--- src/cfd_pkg.sv ---
// Package: register offsets, widths and reset values of the CPU FIFO data port
package cfd_pkg;
  // ----------------------------------------------------------------
  // Register offsets
  // ----------------------------------------------------------------
  localparam logic [7:0] RSVD_FIRST = 8'h2A;
  localparam logic [7:0] RSVD_LAST = 8'h2F;
  localparam logic [7:0] FIFO_READ_LANE0 = 8'h30;
  localparam logic [7:0] FIFO_READ_LANE1 = 8'h31;
  localparam logic [7:0] FIFO_WRITE_LANE0 = 8'h32;
  localparam logic [7:0] FIFO_WRITE_LANE1 = 8'h33;
  localparam logic [7:0] READABLE_COUNT_HI = 8'h34;
  localparam logic [7:0] READABLE_COUNT_LO = 8'h35;
  localparam logic [7:0] FREE_SPACE_HI = 8'h36;
  localparam logic [7:0] FREE_SPACE_LO = 8'h37;
  // ----------------------------------------------------------------
  // Field layout and reset values
  // ----------------------------------------------------------------
  localparam int COUNT_W = 13;
  localparam int COUNT_VALID_BIT = 7;
  localparam logic [15:0] RDATA_RST = 16'h0000;
  localparam logic [7:0] UNDEF_BYTE = 8'h00;
  localparam logic [7:0] LO_SNAP_RST = 8'h00;
  localparam logic [12:0] TWO_BYTES = 13'h0002;
  localparam logic [12:0] NO_BYTES = 13'h0000;
endpackage

--- src/cfd_data_port.sv ---
// CPU data window that pops and pushes bytes of the attached FIFO
//
// Operation
// - Read lanes pop the read-attached FIFO
// - Write lanes push into write-attached FIFO
// - 8-bit mode: either read lane gives next byte
// - 8-bit mode: either write lane appends one byte
// - 16-bit odd boundary: read fills one lane only
// - 16-bit odd boundary: write stores one lane only
// - Addresses 2A to 2F do nothing
// - 13-bit count, valid flag, high byte first
`timescale 1ns/1ps
`default_nettype none
module cfd_data_port #(
  parameter int NUM_FIFO = 4
) (
  input wire logic ref_clk,
  input wire logic rst_n,
  input wire logic cpu_bus16,
  input wire logic [7:0] cpu_addr,
  input wire logic cpu_rd,
  input wire logic cpu_wr,
  input wire logic [15:0] cpu_wdata,
  output logic [15:0] cpu_rdata,
  output logic cpu_rdata_valid,
  output logic cpu_wr_ready,
  input wire logic [NUM_FIFO-1:0] cpu_read_attach,
  input wire logic [NUM_FIFO-1:0] cpu_write_attach,
  input wire logic [NUM_FIFO*16-1:0] rd_src_data,
  input wire logic [NUM_FIFO*13-1:0] readable_byte_count,
  input wire logic [NUM_FIFO-1:0] readable_count_valid,
  output logic [NUM_FIFO-1:0] rd_pop,
  output logic rd_pop_two,
  input wire logic [NUM_FIFO*13-1:0] free_space_count,
  input wire logic [NUM_FIFO-1:0] wr_dst_ready,
  output logic [NUM_FIFO-1:0] wr_push,
  output logic [15:0] wr_push_data,
  output logic wr_push_two
);
  // ----------------------------------------------------------------
  // Attached FIFO selection
  // ----------------------------------------------------------------
  logic [15:0] rd_data_m [NUM_FIFO];
  logic [12:0] rd_cnt_m [NUM_FIFO];
  logic [12:0] free_m [NUM_FIFO];
  logic [NUM_FIFO-1:0] rd_cnt_ok_m;
  logic [15:0] sel_rd_data;
  logic [12:0] sel_rd_cnt;
  logic [12:0] sel_free;
  logic sel_rd_valid;
  logic rd_att;
  logic wr_att;

  // Each FIFO's view is masked by its attach bit so a plain OR selects it
  genvar gi;
  generate
    for (gi = 0; gi < NUM_FIFO; gi++) begin : g_fifo
      assign rd_data_m[gi] = cpu_read_attach[gi] ? rd_src_data[gi*16 +: 16] : 16'h0000;
      assign rd_cnt_m[gi] = cpu_read_attach[gi] ? readable_byte_count[gi*13 +: 13] : 13'h0000;
      assign rd_cnt_ok_m[gi] = cpu_read_attach[gi] & readable_count_valid[gi];
      assign free_m[gi] = cpu_write_attach[gi] ? free_space_count[gi*13 +: 13] : 13'h0000;
    end
  endgenerate

  // OR-reduce the masked views; attach bits are one-hot by contract
  always_comb begin
    sel_rd_data = 16'h0000;
    sel_rd_cnt = 13'h0000;
    sel_free = 13'h0000;
    for (int i = 0; i < NUM_FIFO; i++) begin
      sel_rd_data = sel_rd_data | rd_data_m[i];
      sel_rd_cnt = sel_rd_cnt | rd_cnt_m[i];
      sel_free = sel_free | free_m[i];
    end
    sel_rd_valid = |rd_cnt_ok_m;
    rd_att = |cpu_read_attach;
    wr_att = |cpu_write_attach;
  end

  // ----------------------------------------------------------------
  // Read path and count registers
  // ----------------------------------------------------------------
  logic [15:0] rdata_ff, nxt_rdata;
  logic rvalid_ff, nxt_rvalid;
  logic [NUM_FIFO-1:0] pop_ff, nxt_pop;
  logic pop_two_ff, nxt_pop_two;
  logic [7:0] lo_snap_ff, nxt_lo_snap;
  logic rd_hit;
  logic rd_take;
  logic rd_two;
  logic [12:0] rd_avail;

  // A data read latches the bytes and pops them one cycle later, so the
  // host must leave a gap cycle between data reads for the FIFO to advance
  always_comb begin
    rd_hit = cpu_rd && (cpu_addr == cfd_pkg::FIFO_READ_LANE0 ||
                        cpu_addr == cfd_pkg::FIFO_READ_LANE1);
    rd_avail = sel_rd_valid ? sel_rd_cnt : cfd_pkg::NO_BYTES;
    rd_take = rd_hit && rd_att && (rd_avail != cfd_pkg::NO_BYTES);
    rd_two = cpu_bus16 && (rd_avail >= cfd_pkg::TWO_BYTES);
    nxt_rvalid = cpu_rd;
    nxt_pop = rd_take ? cpu_read_attach : '0;
    nxt_pop_two = rd_take && rd_two;
    nxt_lo_snap = lo_snap_ff;
    nxt_rdata = {cfd_pkg::UNDEF_BYTE, cfd_pkg::UNDEF_BYTE};
    if (rd_take) begin
      // Either lane address gives the next byte; odd boundary fills lane 0 only
      nxt_rdata = rd_two ? sel_rd_data : {cfd_pkg::UNDEF_BYTE, sel_rd_data[7:0]};
    end else if (cpu_rd) begin
      case (cpu_addr)
        cfd_pkg::READABLE_COUNT_HI: begin
          // High read snapshots the low byte so the pair stays coherent
          nxt_rdata = {cfd_pkg::UNDEF_BYTE, sel_rd_valid, 2'h0, rd_avail[12:8]};
          nxt_lo_snap = rd_avail[7:0];
        end
        cfd_pkg::READABLE_COUNT_LO: nxt_rdata = {cfd_pkg::UNDEF_BYTE, lo_snap_ff};
        cfd_pkg::FREE_SPACE_HI: begin
          nxt_rdata = {cfd_pkg::UNDEF_BYTE, 3'h0, sel_free[12:8]};
          nxt_lo_snap = sel_free[7:0];
        end
        cfd_pkg::FREE_SPACE_LO: nxt_rdata = {cfd_pkg::UNDEF_BYTE, lo_snap_ff};
        default: nxt_rdata = {cfd_pkg::UNDEF_BYTE, cfd_pkg::UNDEF_BYTE};
      endcase
    end
  end

  always_ff @(posedge ref_clk) begin
    if (!rst_n) begin
      rdata_ff <= cfd_pkg::RDATA_RST;
      rvalid_ff <= 1'b0;
      pop_ff <= '0;
      pop_two_ff <= 1'b0;
      lo_snap_ff <= cfd_pkg::LO_SNAP_RST;
    end else begin
      rdata_ff <= nxt_rdata;
      rvalid_ff <= nxt_rvalid;
      pop_ff <= nxt_pop;
      pop_two_ff <= nxt_pop_two;
      lo_snap_ff <= nxt_lo_snap;
    end
  end

  // ----------------------------------------------------------------
  // Write path: two-entry buffer, head entry drives the push outputs
  // ----------------------------------------------------------------
  logic [NUM_FIFO-1:0] head_sel_ff, nxt_head_sel, tail_sel_ff, nxt_tail_sel;
  logic [15:0] head_data_ff, nxt_head_data, tail_data_ff, nxt_tail_data;
  logic head_two_ff, nxt_head_two, tail_two_ff, nxt_tail_two;
  logic wr_ready_ff, nxt_wr_ready;
  logic wr_hit;
  logic wr_acc;
  logic wr_two;
  logic head_keep;

  // Writes with nothing attached, no free space or a full buffer are dropped;
  // the host sees the drop through cpu_wr_ready and the free-space count
  always_comb begin
    wr_hit = cpu_wr && (cpu_addr == cfd_pkg::FIFO_WRITE_LANE0 ||
                        cpu_addr == cfd_pkg::FIFO_WRITE_LANE1);
    wr_acc = wr_hit && wr_att && wr_ready_ff && (sel_free != cfd_pkg::NO_BYTES);
    wr_two = cpu_bus16 && (sel_free >= cfd_pkg::TWO_BYTES);
    head_keep = (|head_sel_ff) && !(|(head_sel_ff & wr_dst_ready));
    nxt_head_sel = head_sel_ff;
    nxt_head_data = head_data_ff;
    nxt_head_two = head_two_ff;
    nxt_tail_sel = tail_sel_ff;
    nxt_tail_data = tail_data_ff;
    nxt_tail_two = tail_two_ff;
    if (!head_keep) begin
      if (|tail_sel_ff) begin
        nxt_head_sel = tail_sel_ff;
        nxt_head_data = tail_data_ff;
        nxt_head_two = tail_two_ff;
        nxt_tail_sel = wr_acc ? cpu_write_attach : '0;
        nxt_tail_data = cpu_wdata;
        nxt_tail_two = wr_two;
      end else begin
        nxt_head_sel = wr_acc ? cpu_write_attach : '0;
        nxt_head_data = cpu_wdata;
        nxt_head_two = wr_two;
      end
    end else if (!(|tail_sel_ff) && wr_acc) begin
      nxt_tail_sel = cpu_write_attach;
      nxt_tail_data = cpu_wdata;
      nxt_tail_two = wr_two;
    end
    nxt_wr_ready = !((|nxt_head_sel) && (|nxt_tail_sel));
  end

  always_ff @(posedge ref_clk) begin
    if (!rst_n) begin
      head_sel_ff <= '0;
      head_data_ff <= 16'h0000;
      head_two_ff <= 1'b0;
      tail_sel_ff <= '0;
      tail_data_ff <= 16'h0000;
      tail_two_ff <= 1'b0;
      wr_ready_ff <= 1'b0;
    end else begin
      head_sel_ff <= nxt_head_sel;
      head_data_ff <= nxt_head_data;
      head_two_ff <= nxt_head_two;
      tail_sel_ff <= nxt_tail_sel;
      tail_data_ff <= nxt_tail_data;
      tail_two_ff <= nxt_tail_two;
      wr_ready_ff <= nxt_wr_ready;
    end
  end

  // Outputs straight from flip-flops
  assign cpu_rdata = rdata_ff;
  assign cpu_rdata_valid = rvalid_ff;
  assign cpu_wr_ready = wr_ready_ff;
  assign rd_pop = pop_ff;
  assign rd_pop_two = pop_two_ff;
  assign wr_push = head_sel_ff;
  assign wr_push_data = head_data_ff;
  assign wr_push_two = head_two_ff;

  // Buffer occupancy as 00, 10 or 11; a discarded write must never raise it
  logic [1:0] buf_occ;
  assign buf_occ = {|head_sel_ff, |tail_sel_ff};
endmodule
`default_nettype wire

--- config.mk ---
export PLATFORM = sky130hd
export DESIGN_NAME = cfd_data_port
export DESIGN_NICKNAME = d
export VERILOG_FILES = /design/src/cfd_pkg.sv /design/src/cfd_data_port.sv
export SDC_FILE = /design/constraint.sdc
export NUM_CORES = 1
export LEC_CHECK = 0
export BUFFER_PORTS_ARGS = -buffer_cell sky130_fd_sc_hd__buf_2
export CAP_MARGIN = 5
export CORE_MARGIN = 2
export CORE_UTILIZATION = 39
export DETAILED_ROUTE_END_ITERATION = 8
export PLACE_DENSITY = 0.79
export SYNTH_ARGS = -nofsm -noshare
export SYNTH_HDL_FRONTEND = slang
export SYNTH_SLANG_ARGS = --single-unit
--- constraint.sdc ---
create_clock -name ref_clk -period 2.5 [get_ports ref_clk]
set_input_delay 0.5 -clock ref_clk [delete_from_list [all_inputs] [get_ports ref_clk]]
set_output_delay 0.5 -clock ref_clk [all_outputs]
set_load 0.005 [all_outputs]
# ---- Word level (Yosys, flattened, before mapping)
# Index checks and enable logic that the tools add are counted.
dict set report classes {
  n_lt_le_gt_ge 2
  n_eq_ne 9
  n_mux 32
  bitwise 15
  n_reduce_logical 34
}
# operator count
set ops {}
lappend ops {{two-way mux 16 bit} 10}
lappend ops {{two-way mux 13 bit} 9}
lappend ops {{bitwise OR 13 bit} 6}
lappend ops {{== test 8 x 6 -> 1 bit (second input constant)} 8}
lappend ops {{bitwise OR 16 bit} 3}
lappend ops {{OR reduction 4 bit} 8}
lappend ops {{greater-or-equal comparator 13 x 2 -> 1 bit (second input constant)} 2}
lappend ops {{nonzero test 13 bit} 2}
lappend ops {{two-way mux 4 bit} 6}
lappend ops {{case mux 8 bit (3 select lines)} 1}
lappend ops {{case mux 8 bit (2 select lines)} 1}
lappend ops {{logical AND 1 bit} 13}
lappend ops {{two-way mux 8 bit} 1}
lappend ops {{AND 1 bit} 4}
lappend ops {{AND 4 bit} 1}
lappend ops {{two-way mux 1 bit} 4}
lappend ops {{AND reduction 2 bit} 2}
lappend ops {{nonzero test 2 bit} 2}
lappend ops {{zero test 1 bit} 3}
lappend ops {{AND reduction 3 bit} 1}
lappend ops {{logical OR 1 bit} 2}
lappend ops {{!= test 2 x 1 -> 1 bit (second input constant)} 1}
lappend ops {{OR reduction 2 bit} 1}
lappend ops {{inverter 1 bit} 1}
dict set report word_totals {
  register_bits 73
  inputBits 213
  output_inout_bits 44
  word_cells 104
}

# ---- Logic depth before layout (Yosys ltp)
dict set report logic_depth {
  word_depth 12
  depth_mapped 10
  mapped_depth_nobuf 7
}

# ---- Worst setup path before layout
# Ideal clock, no wire load.
dict set report synth_path {
  path_kind {input port to flip-flop}
  start {input cpu_write_attach[0]}
  end {register tail_data_ff[10]}
  setup_time_ps 72
  t_arrival_ps 2272
  required_ps 2428
  setup_slack_ps 156
  cell_stages 9
  n_path_buf 2
  path_cell_list {buf_6 > a22o_1 > a221oi_1 > and4b_1 > nand3_2 > o2111a_1 > a21oi_4 > buf_12 > mux2i_1}
}
dict set report synth_between {
  elab_chain_len 9
  elab_cells_between_ends 12
  classes_between {eq/ne: 1; mux: 1; bitwise: 3; reduce/logical: 7}
}
# item line
set synth_lines {}
lappend synth_lines {{from (decl)} cfd_data_port.sv:28} ;# input wire logic [NUM_FIFO-1:0] cpu_write_attach,
lappend synth_lines {{two-way mux 13 bit} cfd_data_port.sv:61} ;# assign free_m[gi] = cpu_write_attach[gi] ? free_space_count[gi*13 +: 13] : 13'h0000;
lappend synth_lines {{bitwise OR 13 bit (3 in a row)} cfd_data_port.sv:73} ;# sel_free = sel_free | free_m[i];
lappend synth_lines {{nonzero test 13 bit} cfd_data_port.sv:160} ;# wr_acc = wr_hit && wr_att && wr_ready_ff && (sel_free != cfd_pkg::NO_BYTES);
lappend synth_lines {{logical AND 1 bit (*)} cfd_data_port.sv:160}
lappend synth_lines {{logical AND 1 bit (*)} cfd_data_port.sv:182} ;# end else if (!(|tail_sel_ff) && wr_acc) begin
lappend synth_lines {{!= test 2 x 1 -> 1 bit (no line) (*)} -}
lappend synth_lines {{AND reduction 2 bit (no line) (*)} -}
lappend synth_lines {{to (signal assigned)} cfd_data_port.sv:204} ;# tail_data_ff <= nxt_tail_data;
lappend synth_lines {{to (decl)} cfd_data_port.sv:147} ;# logic [15:0] head_data_ff, nxt_head_data, tail_data_ff, nxt_tail_data;
# Mark *: on every way between the ends. The rest lies on a longest branch, timed or not.
# A chain may end at the register's enable or synchronous reset.

# ---- Worst setup path after layout
dict set report layout_path {
  start {input cpu_write_attach[1]}
  end {register wr_ready_ff (netlist: cpu_wr_ready)}
}
dict set report layout_between {
  elab_chain_len 12
  elab_cells_between_ends 20
  classes_between {mux: 7; bitwise: 3; reduce/logical: 10}
}
# item line
set layout_lines {}
lappend layout_lines {{two-way mux 13 bit} cfd_data_port.sv:61}
lappend layout_lines {{bitwise OR 13 bit (3 in a row)} cfd_data_port.sv:73}
lappend layout_lines {{nonzero test 13 bit} cfd_data_port.sv:160}
lappend layout_lines {{logical AND 1 bit} cfd_data_port.sv:160}
lappend layout_lines {{two-way mux 4 bit or logical AND 1 bit (tied branches)} {cfd_data_port.sv:174, cfd_data_port.sv:178, cfd_data_port.sv:182}}
lappend layout_lines {{two-way mux 4 bit (on tied branches)} {cfd_data_port.sv:170, cfd_data_port.sv:182}}
lappend layout_lines {{two-way mux 4 bit} cfd_data_port.sv:169} ;# if (!head_keep) begin
lappend layout_lines {{OR reduction 4 bit} cfd_data_port.sv:187} ;# nxt_wr_ready = !((|nxt_head_sel) && (|nxt_tail_sel));
lappend layout_lines {{logical AND 1 bit (*)} cfd_data_port.sv:187}
lappend layout_lines {{zero test 1 bit (*)} cfd_data_port.sv:187}
lappend layout_lines {{to (signal assigned)} cfd_data_port.sv:206} ;# wr_ready_ff <= nxt_wr_ready;
lappend layout_lines {{to (decl)} cfd_data_port.sv:149} ;# logic wr_ready_ff, nxt_wr_ready;
# Marked as above.

==> flow_metrics.py <==
metrics = {
    "synth": {
        "ys_seq_area_share_pct": 37.1,
        "synth_area_per_cell_um2": 8.11,
        "netlist_instances": 486,
        "synthesis.nets": 699,
        "yosys.cell_types.count": 42,
        "yosysWarnings": 0,
        "synth_seq_cells": 73,
        "ys.flop_type": "dfxtp_1",
        "synth_edf_count": 0,
        "async_reset_ff_share_pct": 0,
        "syn_area_mm2": 0.00394,
    },
    "global_route": {
        "gr-total-overflow": 0,
        "antenna_found_initial": 0,
        "grt_pass1_vias": 4701,
        "grt_pass1_wl_um": 21800,
        "track_usage_pct": 24.1,
        "grt_max_degree": 43,
    },
    "cts": {
        "htreeDepth": 3,
        "cts_buffers": 9,
        "hold_buffers": 0,
        "cts_tree": "done",
        "clock_insertion_delay_worst_skew_ns": 0.34,
        "cts_buffer_depth": 2,
        "clkSlewWorstSetupHoldPaths_ns": 0.08,
        "cts_sinks": 73,
        "cts-root-buf": "clkbuf_8",
    },
    "finish": {
        "post-route-util_pct": 57.1,
        "area_growth_pct": 41.7,
        "fin_area_mm2": 0.00558,
        "drive_gt1_share_pct": 41.5,
        "fin_nets": 952,
    },
    "route": {
        "ant_nets": 0,
        "vias_per_cell": 5.41,
        "num_vias": 4753,
        "drtIter0Drc": 209,
        "wire_per_inst_um": 15.4,
        "dr.pass1.iters": 5,
        "drcViolationCount": 0,
        "wirelength_um": 13500,
    },
    "die": {
        "num_io_pins": 257,
        "core_mm2": 0.00977,
        "die_x_um": 105,
        "initial_core_util_pct": 40.3,
        "chipHeight_um": 105,
        "row_count": 36,
        "fp.dieArea_mm2": 0.0109,
    },
    "critical_path": {
        "r2r-start": "wr_push[0]",
        "rrSetupSlack_ns": 0.52,
        "crit_type": "in -> reg",
        "critPathTopFamily": "compound AO/OA/AOI/OAI gates",
        "slowest_stage": "maj3_1",
        "end_kind": "flop",
        "worst-path-buf-inv": 2,
        "cpPeakStageDelay_ns": 0.38,
        "arrival_ns": 2.48,
        "critPathRequiredTime_ns": 2.77,
        "crit_chain": "buf_2 > a22o_1 > a221oi_1 > and4b_1 > nand3_2 > buf_4 > o21a_1 > maj3_1 > nor2_1",
        "startpoint_type": "input port",
        "reg2reg_depth": 6,
        "critPathMaxFanout": 11,
        "r2r_end": "tail_data_ff[5]",
    },
    "min_path": {
        "hp-start": "cpu_wdata[11]",
        "hold_path_depth": 3,
        "min_path_type": "in -> reg",
        "min_to": "tail_data_ff[11]",
    },
    "sta": {
        "skew_ns": 0.0121,
        "fmax_ghz": 0.453,
        "finalHoldViolations": 0,
        "setup_total_negative_slack_ns": 0,
        "holdWs_ns": 0.407,
        "setup_viol": 0,
        "worst_pin_slew_ns": 0.530,
        "fin_crit_ns": 2.21,
        "period_share_pct": 88.2,
        "slew_headroom_pct": 64.6,
        "maxSlewViolCount": 0,
        "rsz0062_at_grt": "false",
    },
    "placed_design": {
        "numPortBuffers": 256,
        "place_area_mm2": 0.00538,
        "hpwl_um": 10600,
        "gp_congestion": 0.870,
    },
    "status": {
        "status": "finished, final reports clean",
    },
    "pwr": {
        "powerDensity_mw_per_mm2": 657,
        "ir_drop_mv": 0.524,
        "p_leak_nw": 2.79,
    },
    "run": {
        "drv_cap": 0,
    },
}
==> state kept, by name (all words and copies together) (netlist names) <==
register and count:
cpu_rdata 16, tail_data_ff 16, wr_push_data 16, lo_snap_ff 8
rd_pop 4, tail_sel_ff 4, wr_push 4, cpu_rdata_valid 1
cpu_wr_ready 1, rd_pop_two 1, tail_two_ff 1, wr_push_two 1
==> worst register-to-register path, stage by stage (launching register included) <==
cell	delay, ns
dfxtp_1	0.34
or4_1	0.53
and4_1	0.32
o2111a_1	0.19
a21oi_4	0.14
buf_12	0.19
mux2i_1	0.20
==> routing by layer <==
layer	global-route usage (%)	vias up	part of all wire, %
met5	0	-	0
met4	6.85	0	1.2
met3	4.51	16	6.1
met2	43.9	170	52
met1	28.7	2233	41
li1	-	2334	-
==> stage by stage <==
stage               setup WS [ns]  total power [W]  std cells
finish                      0.294          0.00367        878
global route                0.185          0.00393        877
CTS                        0.0668          0.00370        876
detailed placement         -0.293          0.00287        860
global placement           -0.158          0.00281        860
floorplan                   0.156          0.00233        486
==> cells in the final DEF (no fill, tap or decap), types with 4 or more instances in the layout <==
cell type	count
buf_2	256
nand2_1	93
dfxtp_1	73
a22oi_1	57
nor2_1	35
buf_4	28
a21oi_1	24
mux2i_1	18
a311oi_1	16
a22o_1	15
a221oi_1	15
o21ai_1	11
clkbuf_8	10
a31oi_1	9
a211oi_1	9
o21ai_0	9
inv_1	8
nand3_1	7
nor4_1	6
nand2b_1	4
a32oi_1	4
==> logic make-up (layout without fill, tap and decap cells) <==
group / after synthesis / after routing / share of synthesized area, %
adders and majority gates: 1 / 1 / 0.254
DFF: 73 / 73 / 37.1
and+or+nand+nor: 162 / 162 / 18.1
other: 0 / 1 / 0
muxes: 18 / 18 / 4.57
xor gates and xnor gates: 1 / 1 / 0.222
AOI/OAI and AO/OA: 177 / 177 / 32.6
buffers and inverters: 54 / 312 / 7.11
==> final cells by class <==
| class | count | area (µm²) |
|---|---|---|
| fill | 929 | 4190 |
| antenna | 1 | 2.50 |
| tap | 133 | 166 |
| sequential | 73 | 1460 |
| clock buffer | 10 | 138 |
| multi-input combinational | 359 | 2200 |
| inverter | 10 | 37.5 |
| timing repair buffer | 286 | 1530 |
| clock inverter | 6 | 41.3 |
==> report_power, final <==
group          switching (W)  internal (W)
clock network       0.000448      0.000387
registers          0.0000923       0.00134
logic               0.000813      0.000586
total                0.00135       0.00232
==> cell usage after synthesis (2+ instances only) <==
library cell | n | area share (%)
nand2_1 | 93 | 8.9
dfxtp_1 | 73 | 37
a22oi_1 | 57 | 11
nor2_1 | 35 | 3.3
clkbuf_1 | 34 | 3.2
a21oi_1 | 24 | 3.0
mux2i_1 | 18 | 4.6
a311oi_1 | 16 | 3.6
a221oi_1 | 15 | 3.3
a22o_1 | 15 | 3.3
o21ai_1 | 11 | 1.4
a211oi_1 | 9 | 1.7
a31oi_1 | 9 | 1.4
o21ai_0 | 9 | 1.1
buf_6 | 8 | 2.3
inv_1 | 8 | 0.76
nand3_1 | 7 | 0.89
nor4_1 | 7 | 1.1
a32oi_1 | 4 | 0.89
nand2b_1 | 4 | 0.64
o211ai_1 | 3 | 0.57
and3_1 | 2 | 0.32
and4_1 | 2 | 0.44
inv_2 | 2 | 0.19
nor3_1 | 2 | 0.25
nor4_2 | 2 | 0.64
or4_1 | 2 | 0.38
==> worst max-delay path by stage <==
stage,from,endpoint,slack [ns],cells past startpoint
after floorplan,cpu_write_attach[0],tail_data_ff[10],0.16,9
after global placement,cpu_write_attach[1],tail_data_ff[3],-0.16,8
after detailed placement,cpu_write_attach[1],tail_data_ff[5],-0.29,8
after CTS,cpu_write_attach[1],tail_data_ff[0],0.07,8
after global routing,cpu_write_attach[1],cpu_wr_ready,0.18,9
final,cpu_write_attach[1],cpu_wr_ready,0.29,9
==> timing repair <==
action | CTS | global route
setup buffers | 0 | 1
setup endpoints to repair | 0 | 17
resized for setup | 0 | 0
Note: power is estimated with default switching activity, not from simulation.
